$ cat src/logic/dwcs_consts.svh
// Constants for the dual wiper code store
`ifndef DWCS_CONSTS_SVH
`define DWCS_CONSTS_SVH
`define DWCS_CODE_W         8
`define DWCS_PRESET_FACTORY 8'h80
`define DWCS_CODE_ZERO      8'h00
`define DWCS_CH_A           1'b0
`define DWCS_CH_B           1'b1
`define DWCS_CLK_PERIOD_PS  5000
`define DWCS_SR_TIME_NS     800
`define DWCS_SR_CYCLES      ((`DWCS_SR_TIME_NS * 1000) / `DWCS_CLK_PERIOD_PS)
`define DWCS_PU_TIME_US     100
`define DWCS_PU_CYCLES      ((`DWCS_PU_TIME_US * 1000000) / `DWCS_CLK_PERIOD_PS)
`define DWCS_RECALL_CYCLES  4
`endif

$ cat src/logic/dwcs_pkg.sv
// Types for the dual wiper code store
package dwcs_pkg;
   typedef logic [7:0] dwcs_code_t;
   typedef enum logic [2:0] {
      DWCS_RECALL  = 3'b001,
      DWCS_WAIT    = 3'b010,
      DWCS_STANDBY = 3'b100
   } dwcs_pwr_e;
endpackage

$ cat src/logic/dwcs_top.sv
// Dual wiper code store top: two independent channels and power-up recall
// Summary of operation
// Each channel's tap comes only from its own 8-bit wiper code.
// Code zero selects tap nearest lower end, all ones nearest upper end.
// Increasing code moves the tap monotonically toward the upper end.
// 256 distinct taps per channel, fraction is code over 256.
// At power-up each preset is copied into its wiper code.
// Preset keeps the last value written across power-down; ARST_N reloads it with 0x80 instead.
// Preset holds factory value 0x80 before any programming.
// Stored-write select decides whether a write also updates the preset.
// Code-only write moves wiper at once and leaves the preset alone.
// Both channels independent: own code, preset and shutdown.
// Shutdown opens the upper end switch, terminal H high impedance.
// Leaving shutdown reconnects H within 800 ns of control byte end.
// Preset recall done and standby reached within 100 us of power-up.
// Wiper writes ignored until the power-up recall has finished.
`include "dwcs_consts.svh"
`timescale 1ns/1ps
`default_nettype none
module dwcs_top (
   input  wire logic        CORE_CLK,
   input  wire logic        ARST_N,
   input  wire logic        WR_EN,
   input  wire logic        WR_CH,
   input  wire logic [7:0]  WR_DATA,
   input  wire logic        CTRL_STB,
   input  wire logic        STORED_WRITE_SELECT,
   input  wire logic [1:0]  SHUTDOWN_REQ,
   output logic [7:0]       CODE_A,
   output logic [7:0]       CODE_B,
   output logic [7:0]       PRESET_A,
   output logic [7:0]       PRESET_B,
   output logic [255:0]     TAP_A,
   output logic [255:0]     TAP_B,
   output logic [1:0]       H_CONNECT,
   output logic             READY
);
   logic       recall_stb;
   logic       ready;
   logic       wr_ok;
   logic [1:0] wen;
   logic [1:0] stored_sel_r;

   // Power-up recall sequencer
   dwcs_powerup u_pwr (
      .clk        (CORE_CLK),
      .arst_n     (ARST_N),
      .recall_stb (recall_stb),
      .ready      (ready)
   );

   // Access control: one stored-write select latched for both channels on control strobe
   always_ff @(posedge CORE_CLK or negedge ARST_N) begin
      if (!ARST_N) begin
         stored_sel_r <= 2'b00;
      end else if (CTRL_STB) begin
         stored_sel_r <= {2{STORED_WRITE_SELECT}};
      end
   end

   // Writes gated until recall is complete
   assign wr_ok = WR_EN && ready;
   assign wen   = {wr_ok && (WR_CH == `DWCS_CH_B), wr_ok && (WR_CH == `DWCS_CH_A)};

   // Channel A
   dwcs_channel u_ch_a (
      .clk          (CORE_CLK),
      .arst_n       (ARST_N),
      .recall_stb   (recall_stb),
      .write_en     (wen[0]),
      .stored_sel   (stored_sel_r[0]),
      .wdata        (WR_DATA),
      .shutdown_req (SHUTDOWN_REQ[0]),
      .ctrl_stb     (CTRL_STB),
      .code         (CODE_A),
      .preset       (PRESET_A),
      .h_connect    (H_CONNECT[0]),
      .tap_sel      (TAP_A)
   );

   // Channel B
   dwcs_channel u_ch_b (
      .clk          (CORE_CLK),
      .arst_n       (ARST_N),
      .recall_stb   (recall_stb),
      .write_en     (wen[1]),
      .stored_sel   (stored_sel_r[1]),
      .wdata        (WR_DATA),
      .shutdown_req (SHUTDOWN_REQ[1]),
      .ctrl_stb     (CTRL_STB),
      .code         (CODE_B),
      .preset       (PRESET_B),
      .h_connect    (H_CONNECT[1]),
      .tap_sel      (TAP_B)
   );

   assign READY = ready;

   a_write_block: assert property (@(posedge CORE_CLK) disable iff (!ARST_N)
      (WR_EN && !ready && !recall_stb) |=> $stable(CODE_A) && $stable(CODE_B))
      else $error("write accepted before recall done");
   a_ch_indep: assert property (@(posedge CORE_CLK) disable iff (!ARST_N)
      (wen[0] && !recall_stb) |=> $stable(CODE_B)) else $error("channel B disturbed by A write");
   a_recall_load: assert property (@(posedge CORE_CLK) disable iff (!ARST_N)
      recall_stb |=> (CODE_A == $past(PRESET_A)) && (CODE_B == $past(PRESET_B)))
      else $error("preset not recalled");
endmodule
`default_nettype wire

$ cat src/logic/dwcs_channel.sv
// One wiper channel: wiper code, preset store and shutdown switch
`include "dwcs_consts.svh"
`timescale 1ns/1ps
`default_nettype none
module dwcs_channel #(
   parameter int SR_CYCLES = `DWCS_SR_CYCLES
) (
   input  wire logic              clk,
   input  wire logic              arst_n,
   input  wire logic              recall_stb,
   input  wire logic              write_en,
   input  wire logic              stored_sel,
   input  wire logic [7:0]        wdata,
   input  wire logic              shutdown_req,
   input  wire logic              ctrl_stb,
   output var  dwcs_pkg::dwcs_code_t code,
   output var  dwcs_pkg::dwcs_code_t preset,
   output logic                   h_connect,
   output logic [255:0]           tap_sel
);
   dwcs_pkg::dwcs_code_t code_r;
   dwcs_pkg::dwcs_code_t preset_r;
   logic                 shut_r;
   logic                 conn_r;
   logic [9:0]           sr_cnt_r;

   // Preset store: keeps value, factory reset value
   always_ff @(posedge clk or negedge arst_n) begin
      if (!arst_n) begin
         preset_r <= `DWCS_PRESET_FACTORY;
      end else if (write_en && stored_sel) begin
         preset_r <= wdata;
      end
   end

   // Wiper code: recall at power-up, host write moves wiper immediately
   always_ff @(posedge clk or negedge arst_n) begin
      if (!arst_n) begin
         code_r <= `DWCS_CODE_ZERO;
      end else if (recall_stb) begin
         code_r <= preset_r;
      end else if (write_en) begin
         code_r <= wdata;
      end
   end

   // Shutdown state and upper terminal reconnect timer
   always_ff @(posedge clk or negedge arst_n) begin
      if (!arst_n) begin
         shut_r   <= 1'b0;
         conn_r   <= 1'b1;
         sr_cnt_r <= '0;
      end else begin
         if (ctrl_stb) begin
            shut_r <= shutdown_req;
         end
         if (ctrl_stb && shutdown_req) begin
            conn_r   <= 1'b0;
            sr_cnt_r <= '0;
         end else if (!conn_r && !shut_r) begin
            if (sr_cnt_r >= 10'(SR_CYCLES - 1)) begin
               conn_r <= 1'b1;
            end else begin
               sr_cnt_r <= sr_cnt_r + 10'd1;
            end
         end
      end
   end

   // One-hot tap select decoded only from the code
   always_comb begin
      tap_sel = '0;
      tap_sel[code_r] = 1'b1;
   end

   assign code      = code_r;
   assign preset    = preset_r;
   assign h_connect = conn_r;

   a_tap_onehot: assert property (@(posedge clk) disable iff (!arst_n)
      tap_sel[code_r] && $onehot(tap_sel)) else $error("tap select not one-hot of code");
   a_vol_write: assert property (@(posedge clk) disable iff (!arst_n)
      (write_en && !stored_sel && !recall_stb) |=> (code_r == $past(wdata)) && $stable(preset_r))
      else $error("volatile write wrong");
   a_shut_open: assert property (@(posedge clk) disable iff (!arst_n)
      (ctrl_stb && shutdown_req) |=> !conn_r) else $error("shutdown did not open H");
   a_shut_leave: assert property (@(posedge clk) disable iff (!arst_n)
      (ctrl_stb && !shutdown_req && !conn_r) |-> ##[1:161] conn_r) else $error("H not reconnected");
endmodule
`default_nettype wire

$ cat src/logic/dwcs_powerup.sv
// Power-up sequencer: preset recall then serial standby
`include "dwcs_consts.svh"
`timescale 1ns/1ps
`default_nettype none
module dwcs_powerup #(
   parameter int PU_CYCLES = `DWCS_PU_CYCLES
) (
   input  wire logic clk,
   input  wire logic arst_n,
   output logic      recall_stb,
   output logic      ready
);
   dwcs_pkg::dwcs_pwr_e st_r;
   logic [15:0]         cnt_r;
   logic [15:0]         pu_age_r;

   // Cycles spent since reset release without reaching standby
   always_ff @(posedge clk or negedge arst_n) begin
      if (!arst_n) begin
         pu_age_r <= '0;
      end else if (!ready) begin
         pu_age_r <= pu_age_r + 16'd1;
      end
   end

   // Recall strobe, then settle, then standby
   always_ff @(posedge clk or negedge arst_n) begin
      if (!arst_n) begin
         st_r  <= dwcs_pkg::DWCS_RECALL;
         cnt_r <= '0;
      end else begin
         case (st_r)
            dwcs_pkg::DWCS_RECALL: begin
               st_r  <= dwcs_pkg::DWCS_WAIT;
               cnt_r <= '0;
            end
            dwcs_pkg::DWCS_WAIT: begin
               cnt_r <= cnt_r + 16'd1;
               if (cnt_r >= 16'(`DWCS_RECALL_CYCLES - 1)) begin
                  st_r <= dwcs_pkg::DWCS_STANDBY;
               end
            end
            dwcs_pkg::DWCS_STANDBY: st_r <= dwcs_pkg::DWCS_STANDBY;
            default: st_r <= dwcs_pkg::DWCS_RECALL;
         endcase
      end
   end

   assign recall_stb = (st_r == dwcs_pkg::DWCS_RECALL);
   assign ready      = (st_r == dwcs_pkg::DWCS_STANDBY);

   a_pu_bound: assert property (@(posedge clk) disable iff (!arst_n)
      recall_stb |-> ##[1:8] ready) else $error("standby not reached in time");
   a_limit_ok: assert property (@(posedge clk) disable iff (!arst_n)
      !ready |-> (pu_age_r < 16'(PU_CYCLES))) else $error("recall exceeds power-up limit");
endmodule
`default_nettype wire

$ cat config.mk
export PLATFORM = sky130hd
export DESIGN_NAME = dwcs_top
export DESIGN_NICKNAME = d
export VERILOG_FILES = /design/src/logic/dwcs_pkg.sv /design/src/logic/dwcs_top.sv /design/src/logic/dwcs_channel.sv /design/src/logic/dwcs_powerup.sv
export VERILOG_INCLUDE_DIRS = /design/src /design/src/logic
export SDC_FILE = /design/constraint.sdc
export NUM_CORES = 1
export LEC_CHECK = 0
export BUFFER_PORTS_ARGS = -buffer_cell sky130_fd_sc_hd__buf_2
export CAP_MARGIN = 20
export CORE_AREA = 2 2 220 222
export DETAILED_ROUTE_END_ITERATION = 16
export DIE_AREA = 0 0 222 224
export PLACE_DENSITY = 0.44
export SLEW_MARGIN = 20
export SYNTH_ARGS = -nofsm -noshare
export SYNTH_HDL_FRONTEND = slang
export SYNTH_HIERARCHICAL = 1
export SYNTH_SLANG_ARGS = --single-unit
$ cat constraint.sdc
create_clock -name CORE_CLK -period 2.39 [get_ports CORE_CLK]
set_input_delay 0.1195 -clock CORE_CLK [delete_from_list [all_inputs] [get_ports CORE_CLK]]
set_output_delay 0.1195 -clock CORE_CLK [all_outputs]
set_load 0.02 [all_outputs]
==> summary.txt, run 1 <==
RSZ-0062 raised after global routing: true
syn nets: 1004
achievable clock frequency: 431 MHz
clock-pin slew on the worst setup and hold paths: 0.07 ns
CORE AREA: 47300 µm²
result of the run: finished clean
placement row count: 80
dominant register cell in the synthesized netlist: dfrtp_1
post-synthesis register bit count: 76
GP Congestion: 0.816
part of the cycle the worst path needs: 0.970
drt first-iter violations: 785
Area contributors post-synth: nor2_1, dfrtp_1, nand2_1, clkbuf_1, mux2i_1
setup violators final: 0
number of synthesized flops with an enable pin: 0
Tmin final: 2.32 ns
top fanout value on the critical path: 16
total of fill cells in the finished design: 5426
DIE HEIGHT: 224 µm
proportion of synthesized chip area in sequential cells: 0.310
count of clock tree sinks: 76
Async SR Flop Fraction: 1.00
clock root buffer master: clkbuf_16
maximum level of the CTS H-tree: 3
highest ir drop seen on vdd: 349 µV
average detailed-routed wire length per instance: 17.3 µm
post-detailed-routing wire length: 37200 µm
Nets: 1549
total iterations of the first detailed-routing run: 7
vias per cell: 4.21
post-route design area: 10200 µm²
clock insertion delay at the later pin of the skew report: 0.34 ns
path type of the worst min-delay path: input pin to flip-flop
static leakage: 5.40 nW
total congestion overflow after global routing: 0
die outline width: 222 µm
post-CTS setup-driven buffer insertion count: 0
critical path data required time: 2.27 ns
slew at the pin closest to its max-slew limit: 0.884 ns
number of warnings reported in the yosys synthesis log: 6
data arrival time at the worst-slack endpoint: 2.20 ns
initial antenna violation count: 0
area of the mapped netlist: 6160 µm²
die area: 49700 µm²
biggest area consumer among synthesized cells: nor2_1
worst clock skew: 0.00925 ns
wire length of the first global-routing pass: 52500 µm
area share of the leading cell type in the synthesized netlist: 0.325
buffers from clock root to sink, at most: 2
CTS buffer count: 9
Port Buffer Count: 562
Post-Synthesis Mean Instance Area: 6.25 µm²
placed cell areas: 9800 µm²
element type at the critical path start: flip-flop
synthesized netlist cell count: 985
CTS tree: yes
Overall Power: 4.67 mW
category of the most critical setup path: flip-flop to primary output
number of global-route vias before repair: 7973
accumulated negative setup slack: 0 ns
total power divided by cell area: 459 nW/µm²
count of inserted antenna diode cells: 0
GRT Total Usage: 0.138
total count of max-transition violations in the final report: 0
max-cap viol count: 0
kind of end point of the critical path: primary output
initial core utilization: 0.130
area overhead of the layout relative to synthesis: 65.1%
worst path setup slack after routing: 0.0719 ns
sum of net half-perimeters after detailed placement: 29600 µm
post-synth cell types: 55
Vias: 9056
I/O pin cnt: 563
remaining max-slew budget at the tightest pin: 0.409
number of remaining DRC errors: 0
share of final-layout standard cells stronger than drive strength 1: 0.442
Fin. Hold Viols: 0
pin count of the biggest net entering global routing: 41
post-placement setup slack: 0.466 ns
antenna viol nets, final: 0
[metrics by stage]
stage                      util  instances  hold slack, ns
after floorplan               -        985          -0.176
after global placement    0.207       2132           0.142
after detailed placement  0.207       2132           0.144
after CTS                 0.214       2150          0.0185
after global routing      0.215       2150          0.0405
final                     0.215       2150          0.0296
[cells by family (layout without fill, tap and decap cells)]
group,Yosys count,after routing,share of synthesized area
AO/OA/AOI/OAI,69,69,0.0699
XOR/XNOR,4,4,0.00569
AND/OR/NAND/NOR,713,713,0.487
flip-flops,76,76,0.310
adder cells (fa/ha/maj),3,3,0.00609
buffers and inverters,80,630,0.0530
multiplexers,40,40,0.0690
[where the power goes]
| part | switching, mW | internal (mW) |
|---|---|---|
| sequential | 0.214 | 1.44 |
| clock | 0.597 | 0.821 |
| combinational | 1.17 | 0.421 |
| total | 1.99 | 2.68 |
[timing repair]
action,in CTS,in global routing
hold buffers,2,0
hold endpoints to repair,35,0
gates resized for setup,0,19
endpoints found under the setup margin,0,165
[cell usage after synthesis (2+ instances only)]
library cell	n
a21oi_1	15
and2_1	7
and3_1	3
and4_1	2
buf_1	2
buf_2	3
buf_6	3
clkbuf_1	66
dfrtp_1	71
dfstp_2	5
ha_1	3
inv_1	6
mux2_2	16
mux2i_1	23
nand2_1	73
nand3_1	36
nand4_1	9
nor2_1	533
nor2b_1	16
nor3_1	3
nor3b_1	2
nor4_1	4
nor4_4	3
o21ai_0	35
o31ai_1	7
or3_1	3
or3_2	2
or4_1	4
xor2_1	4
[critical path, cell delays in order, from the launching register on]
cell and delay, ns:
dfrtp_1 0.51, nor2b_1 0.34, nand2_1 0.49, nor2_1 0.31, buf_2 0.21
[registers in the layout, summed over array words and instances (netlist names)]
signal / flops
u_ch_b/sr_cnt_r: 10
stored_sel_r: 1
u_ch_b/h_connect: 1
u_ch_b/code: 8
u_ch_a/h_connect: 1
u_pwr/st_r: 3
u_ch_b/preset: 8
u_pwr/cnt_r: 16
u_ch_a/code: 8
u_ch_a/preset: 8
u_ch_a/sr_cnt_r: 10
u_ch_a/shut_r: 1
u_ch_b/shut_r: 1
[placed cells by master (no fill, tap or decap), types with 5 or more instances in the layout]
| cell | netlist | layout |
|---|---|---|
| mux2_2 | 16 | 16 |
| nand2_1 | 73 | 55 |
| a21oi_1 | 15 | 15 |
| inv_1 | 6 | 6 |
| dfstp_2 | 5 | 5 |
| mux2i_1 | 23 | 23 |
| dfrtp_1 | 71 | 71 |
| nand2_2 | 0 | 18 |
| and2_1 | 7 | 7 |
| nand3_1 | 36 | 35 |
| nand4_1 | 9 | 9 |
| nor2b_1 | 16 | 16 |
| nor2_1 | 533 | 533 |
| clkbuf_16 | 0 | 9 |
| o31ai_1 | 7 | 7 |
| buf_2 | 3 | 561 |
| o21ai_0 | 35 | 35 |
| buf_4 | 0 | 43 |
[final cells by class]
type / count / area, µm² / share of cell area
multi-input combinational: 829 / 3980 / 0.391
timing repair buffer: 608 / 3190 / 0.314
sequential: 76 / 1910 / 0.188
tap: 615 / 769 / 0.0757
clock buffer: 10 / 229 / 0.0225
clock inverter: 6 / 73.8 / 0.00726
inverter: 6 / 22.5 / 0.00221
[worst paths after layout]
path	startpoint	end	slack, ns	depth (start not counted)
worst max-delay path	u_ch_a/code[5]$_DFFE_PN0P_	TAP_A[175]	0.07	4
worst min-delay path	SHUTDOWN_REQ[1]	u_ch_b/shut_r$_DFFE_PN0P_	0.03	3
worst max register to register	u_pwr/st_r[2]$_DFFE_PN0P_	u_pwr/cnt_r[8]$_DFFE_PN0P_	0.49	4
worst min register to register	u_pwr/cnt_r[15]$_DFFE_PN0P_	u_pwr/cnt_r[15]$_DFFE_PN0P_	0.50	1
max in group asynchronous	ARST_N	u_ch_b/preset[7]$_DFFE_PN1P_	1.42	3
min in group asynchronous	ARST_N	u_ch_a/sr_cnt_r[0]$_DFFE_PN0P_	0.28	2
[routing by layer]
metal	wire, µm	part of all wire	GRT usage
met3	3110	0.084	0.0424
met4	394	0.011	0.0240
met1	16500	0.44	0.187
met5	0	0	0
met2	17200	0.46	0.218
No activity file was read; power rests on OpenSTA's default activity.
==> inputs of run 2 (changes only) <==
Settings changed: ABC_AREA from default to 1, CORE_AREA 2 2 220 222 to 2 2 218 220, DIE_AREA 0 0 222 224 to 0 0 220 222, PLACE_DENSITY 0.44 to 0.45.
==> run 2 against run 1 <==
Non-clock buffer count shrank 13. Clock power increased by 8%. Combinational power shrank 5%. Routed wire length rose by 16%. Critical path depth rose by 1. Die area shrank 1.8%. Sequential share of layout area is 0.31 points lower. Sequential power is 2% lower. Maximum frequency rose by 0.37%. Via count is 8.9% higher.
==> summary.txt, run 2 <==
vias per cell: 4.22
top fanout value on the critical path: 16
wire length of the first global-routing pass: 58400 µm
element type at the critical path start: flip-flop
area share of the leading cell type in the synthesized netlist: 0.337
most frequent cells after synthesis: nor2_1, nand2_1, inv_1
part of the cycle the worst path needs: 0.966
RSZ-0062 raised after global routing: true
logic gate share of total power: 0.323
die outline width: 220 µm
total iterations of the first detailed-routing run: 6
largest register by flop count: u_pwr/cnt_r
proportion of synthesized chip area in sequential cells: 0.290
dominant register cell in the synthesized netlist: dfrtp_1
slew at the pin closest to its max-slew limit: 0.987 ns
post-synthesis register bit count: 76
clock root buffer master: clkbuf_16
total power divided by cell area: 452 nW/µm²
Post-Synthesis Mean Instance Area: 5.54 µm²
static leakage: 5.94 nW
count of clock tree sinks: 76
count of buffer and inverter cells on the critical path: 2
net switching power: 1.91 mW
total congestion overflow after global routing: 0
Tmin final: 2.31 ns
share of final-layout standard cells stronger than drive strength 1: 0.374
most used cells in the layout excluding fill and tap cells: nor2_1, buf_2, nand2_1
standard cell with the maximum stage delay on the critical path: nand2_1
leading cell type in the layout, fill and taps excluded: nor2_1
DIE HEIGHT: 222 µm
setup violators final: 0
die area: 48800 µm²
CTS buffer count: 9
max-cap viol count: 0
placement row count: 79
clock insertion delay at the later pin of the skew report: 0.35 ns
area overhead of the layout relative to synthesis: 57.2%
post-synth cell types: 36
average detailed-routed wire length per instance: 18.5 µm
number of synthesized flops with an enable pin: 0
worst path setup slack after routing: 0.0805 ns
cell family with most CP delay: simple AND/OR/NAND/NOR gates
category of the most critical setup path: flip-flop to primary output
Port Buffer Count: 562
result of the run: finished clean
initial core utilization: 0.142
max reg flops: 16
data arrival time at the worst-slack endpoint: 2.19 ns
initial antenna violation count: 7
highest ir drop seen on vdd: 314 µV
fraction of power spent switching nets: 0.409
path type of the worst min-delay path: input pin to flip-flop
most used cell, CP: nor2_1
number of global-route vias before repair: 8253
kind of end point of the critical path: primary output
achievable clock frequency: 433 MHz
clock-pin slew on the worst setup and hold paths: 0.06 ns
clock network fraction of design power: 0.329
remaining max-slew budget at the tightest pin: 0.340
synthesized netlist cell count: 1187
Pint: 2.76 mW
drt first-iter violations: 902
post-route design area: 10300 µm²
Area contributors post-synth: nor2_1, dfrtp_1, nand2_1, inv_1, buf_2
GP Congestion: 0.826
part of the power in registers: 0.347
number of remaining DRC errors: 0
post-placement setup slack: 0.482 ns
CTS tree: yes
registers with the highest flip-flop counts: u_pwr/cnt_r: 16 flops, u_ch_a/sr_cnt_r: 10 flops, u_ch_b/sr_cnt_r: 10 flops
Critical Path Max Stage Delay: 0.64 ns
Async SR Flop Fraction: 1.00
placed cell areas: 9980 µm²
GRT Total Usage: 0.164
Fin. Hold Viols: 0
number of warnings reported in the yosys synthesis log: 6
maximum level of the CTS H-tree: 3
sum of net half-perimeters after detailed placement: 34800 µm
most numerous cell in the Yosys netlist: nor2_1
post-detailed-routing wire length: 43200 µm
CORE AREA: 46300 µm²
Vias: 9863
area of the mapped netlist: 6580 µm²
I/O pin cnt: 563
biggest area consumer among synthesized cells: nor2_1
antenna viol nets, final: 0
pin count of the biggest net entering global routing: 47
total count of max-transition violations in the final report: 0
worst clock skew: 0.00387 ns
critical path data required time: 2.27 ns
syn nets: 1206
critical path, cell by cell: inv_1 > nor2_1 > nand2_1 > nor2_1 > buf_2
Nets: 1739
buffers from clock root to sink, at most: 2
-- run 2: cell types whose count changed after synthesis, sizes merged, moves of 13 or more --
cell / delta
mux2: -17
a21oi: -13
a31oi: +16
buf: +61
mux2i: -23
o22ai: +17
nor2: +61
inv: +89
nand2: +147
nor2b: -16
clkbuf: -62
-- run 2: worst register-to-register path, stage by stage (launching register included) --
cell and delay (ns):
dfrtp_1 0.42, nor3_1 0.28, nand2_1 0.13, nor2_1 0.10
buf_4 0.17, nand2_1 0.31, nand2_1 0.17, o21ai_0 0.10
-- run 2: final timing paths --
path	start	to	slack [ns]	depth (start not counted)
setup reg to reg	u_pwr/st_r[1]$_DFFE_PN0P_	u_ch_b/preset[4]$_DFFE_PN0P_	0.58	7
min in group asynchronous	ARST_N	u_ch_b/sr_cnt_r[3]$_DFFE_PN0P_	0.26	2
hold reg to reg	u_ch_a/shut_r$_DFFE_PN0P_	u_ch_a/shut_r$_DFFE_PN0P_	0.49	2
setup / recovery	u_ch_a/code[3]$_DFFE_PN0P_	TAP_A[88]	0.08	5
max in group asynchronous	ARST_N	u_ch_b/preset[7]$_DFFE_PN1P_	1.46	3
hold / removal	CTRL_STB	stored_sel_r[0]$_DFFE_PN0P_	0.05	3
-- run 2: cell families after synthesis --
logic type / count (synthesis) / synth area share
and+or+nand+nor: 863 / 0.517
xor gates and xnor gates: 3 / 0.00400
buffers and inverters: 169 / 0.119
adders and majority gates: 3 / 0.00571
DFF: 76 / 0.290
AOI/OAI and AO/OA: 73 / 0.0641
-- run 2: power groups by stage --
| stage | logic [mW] | registers [mW] | clock network, mW |
|---|---|---|---|
| 2_1_floorplan | 0.774 | 1.71 | 0 |
| 3_3_place_gp | 1.49 | 1.65 | 0 |
| 3_5_place_dp | 1.50 | 1.65 | 0 |
| 4_1_cts | 1.51 | 1.63 | 1.60 |
| 5_1_grt | 1.63 | 1.65 | 1.66 |
| 6_report | 1.51 | 1.62 | 1.54 |
-- run 2: final cells by class --
cell class,count,area [µm²]
timing repair buffer,595,3080
inverter,96,363
antenna,3,7.51
fill,5361,35900
multi-input combinational,942,3890
tap,607,759
clock buffer,12,256
sequential,76,1910
clock inverter,4,72.6
-- run 2: routing by layer --
layer	vias to the layer above	global-route usage	part of all wire
met2	506	0.260	0.46
met3	47	0.0573	0.11
li1	4667	-	-
met1	4635	0.212	0.42
met4	8	0.0372	0.018
met5	-	0	0.0013
-- run 2: repair_timing --
action,CTS,global route
endpoints found under the setup margin,0,18
endpoints found under the hold margin,30,0
hold buffers,2,0
resized for setup,0,2
setup buffers,0,0
-- run 2: per-stage QoR --
stage               utilization  hold slack, ns  power, mW  instances  TNS, ns
floorplan                     -          -0.176       2.48       1187        0
global placement          0.216           0.107       3.14       2314        0
detailed placement        0.216           0.104       3.15       2314        0
CTS                       0.223          0.0328       4.73       2332        0
global route              0.223          0.0584       4.94       2333   -0.129
finish                    0.224          0.0522       4.67       2335        0
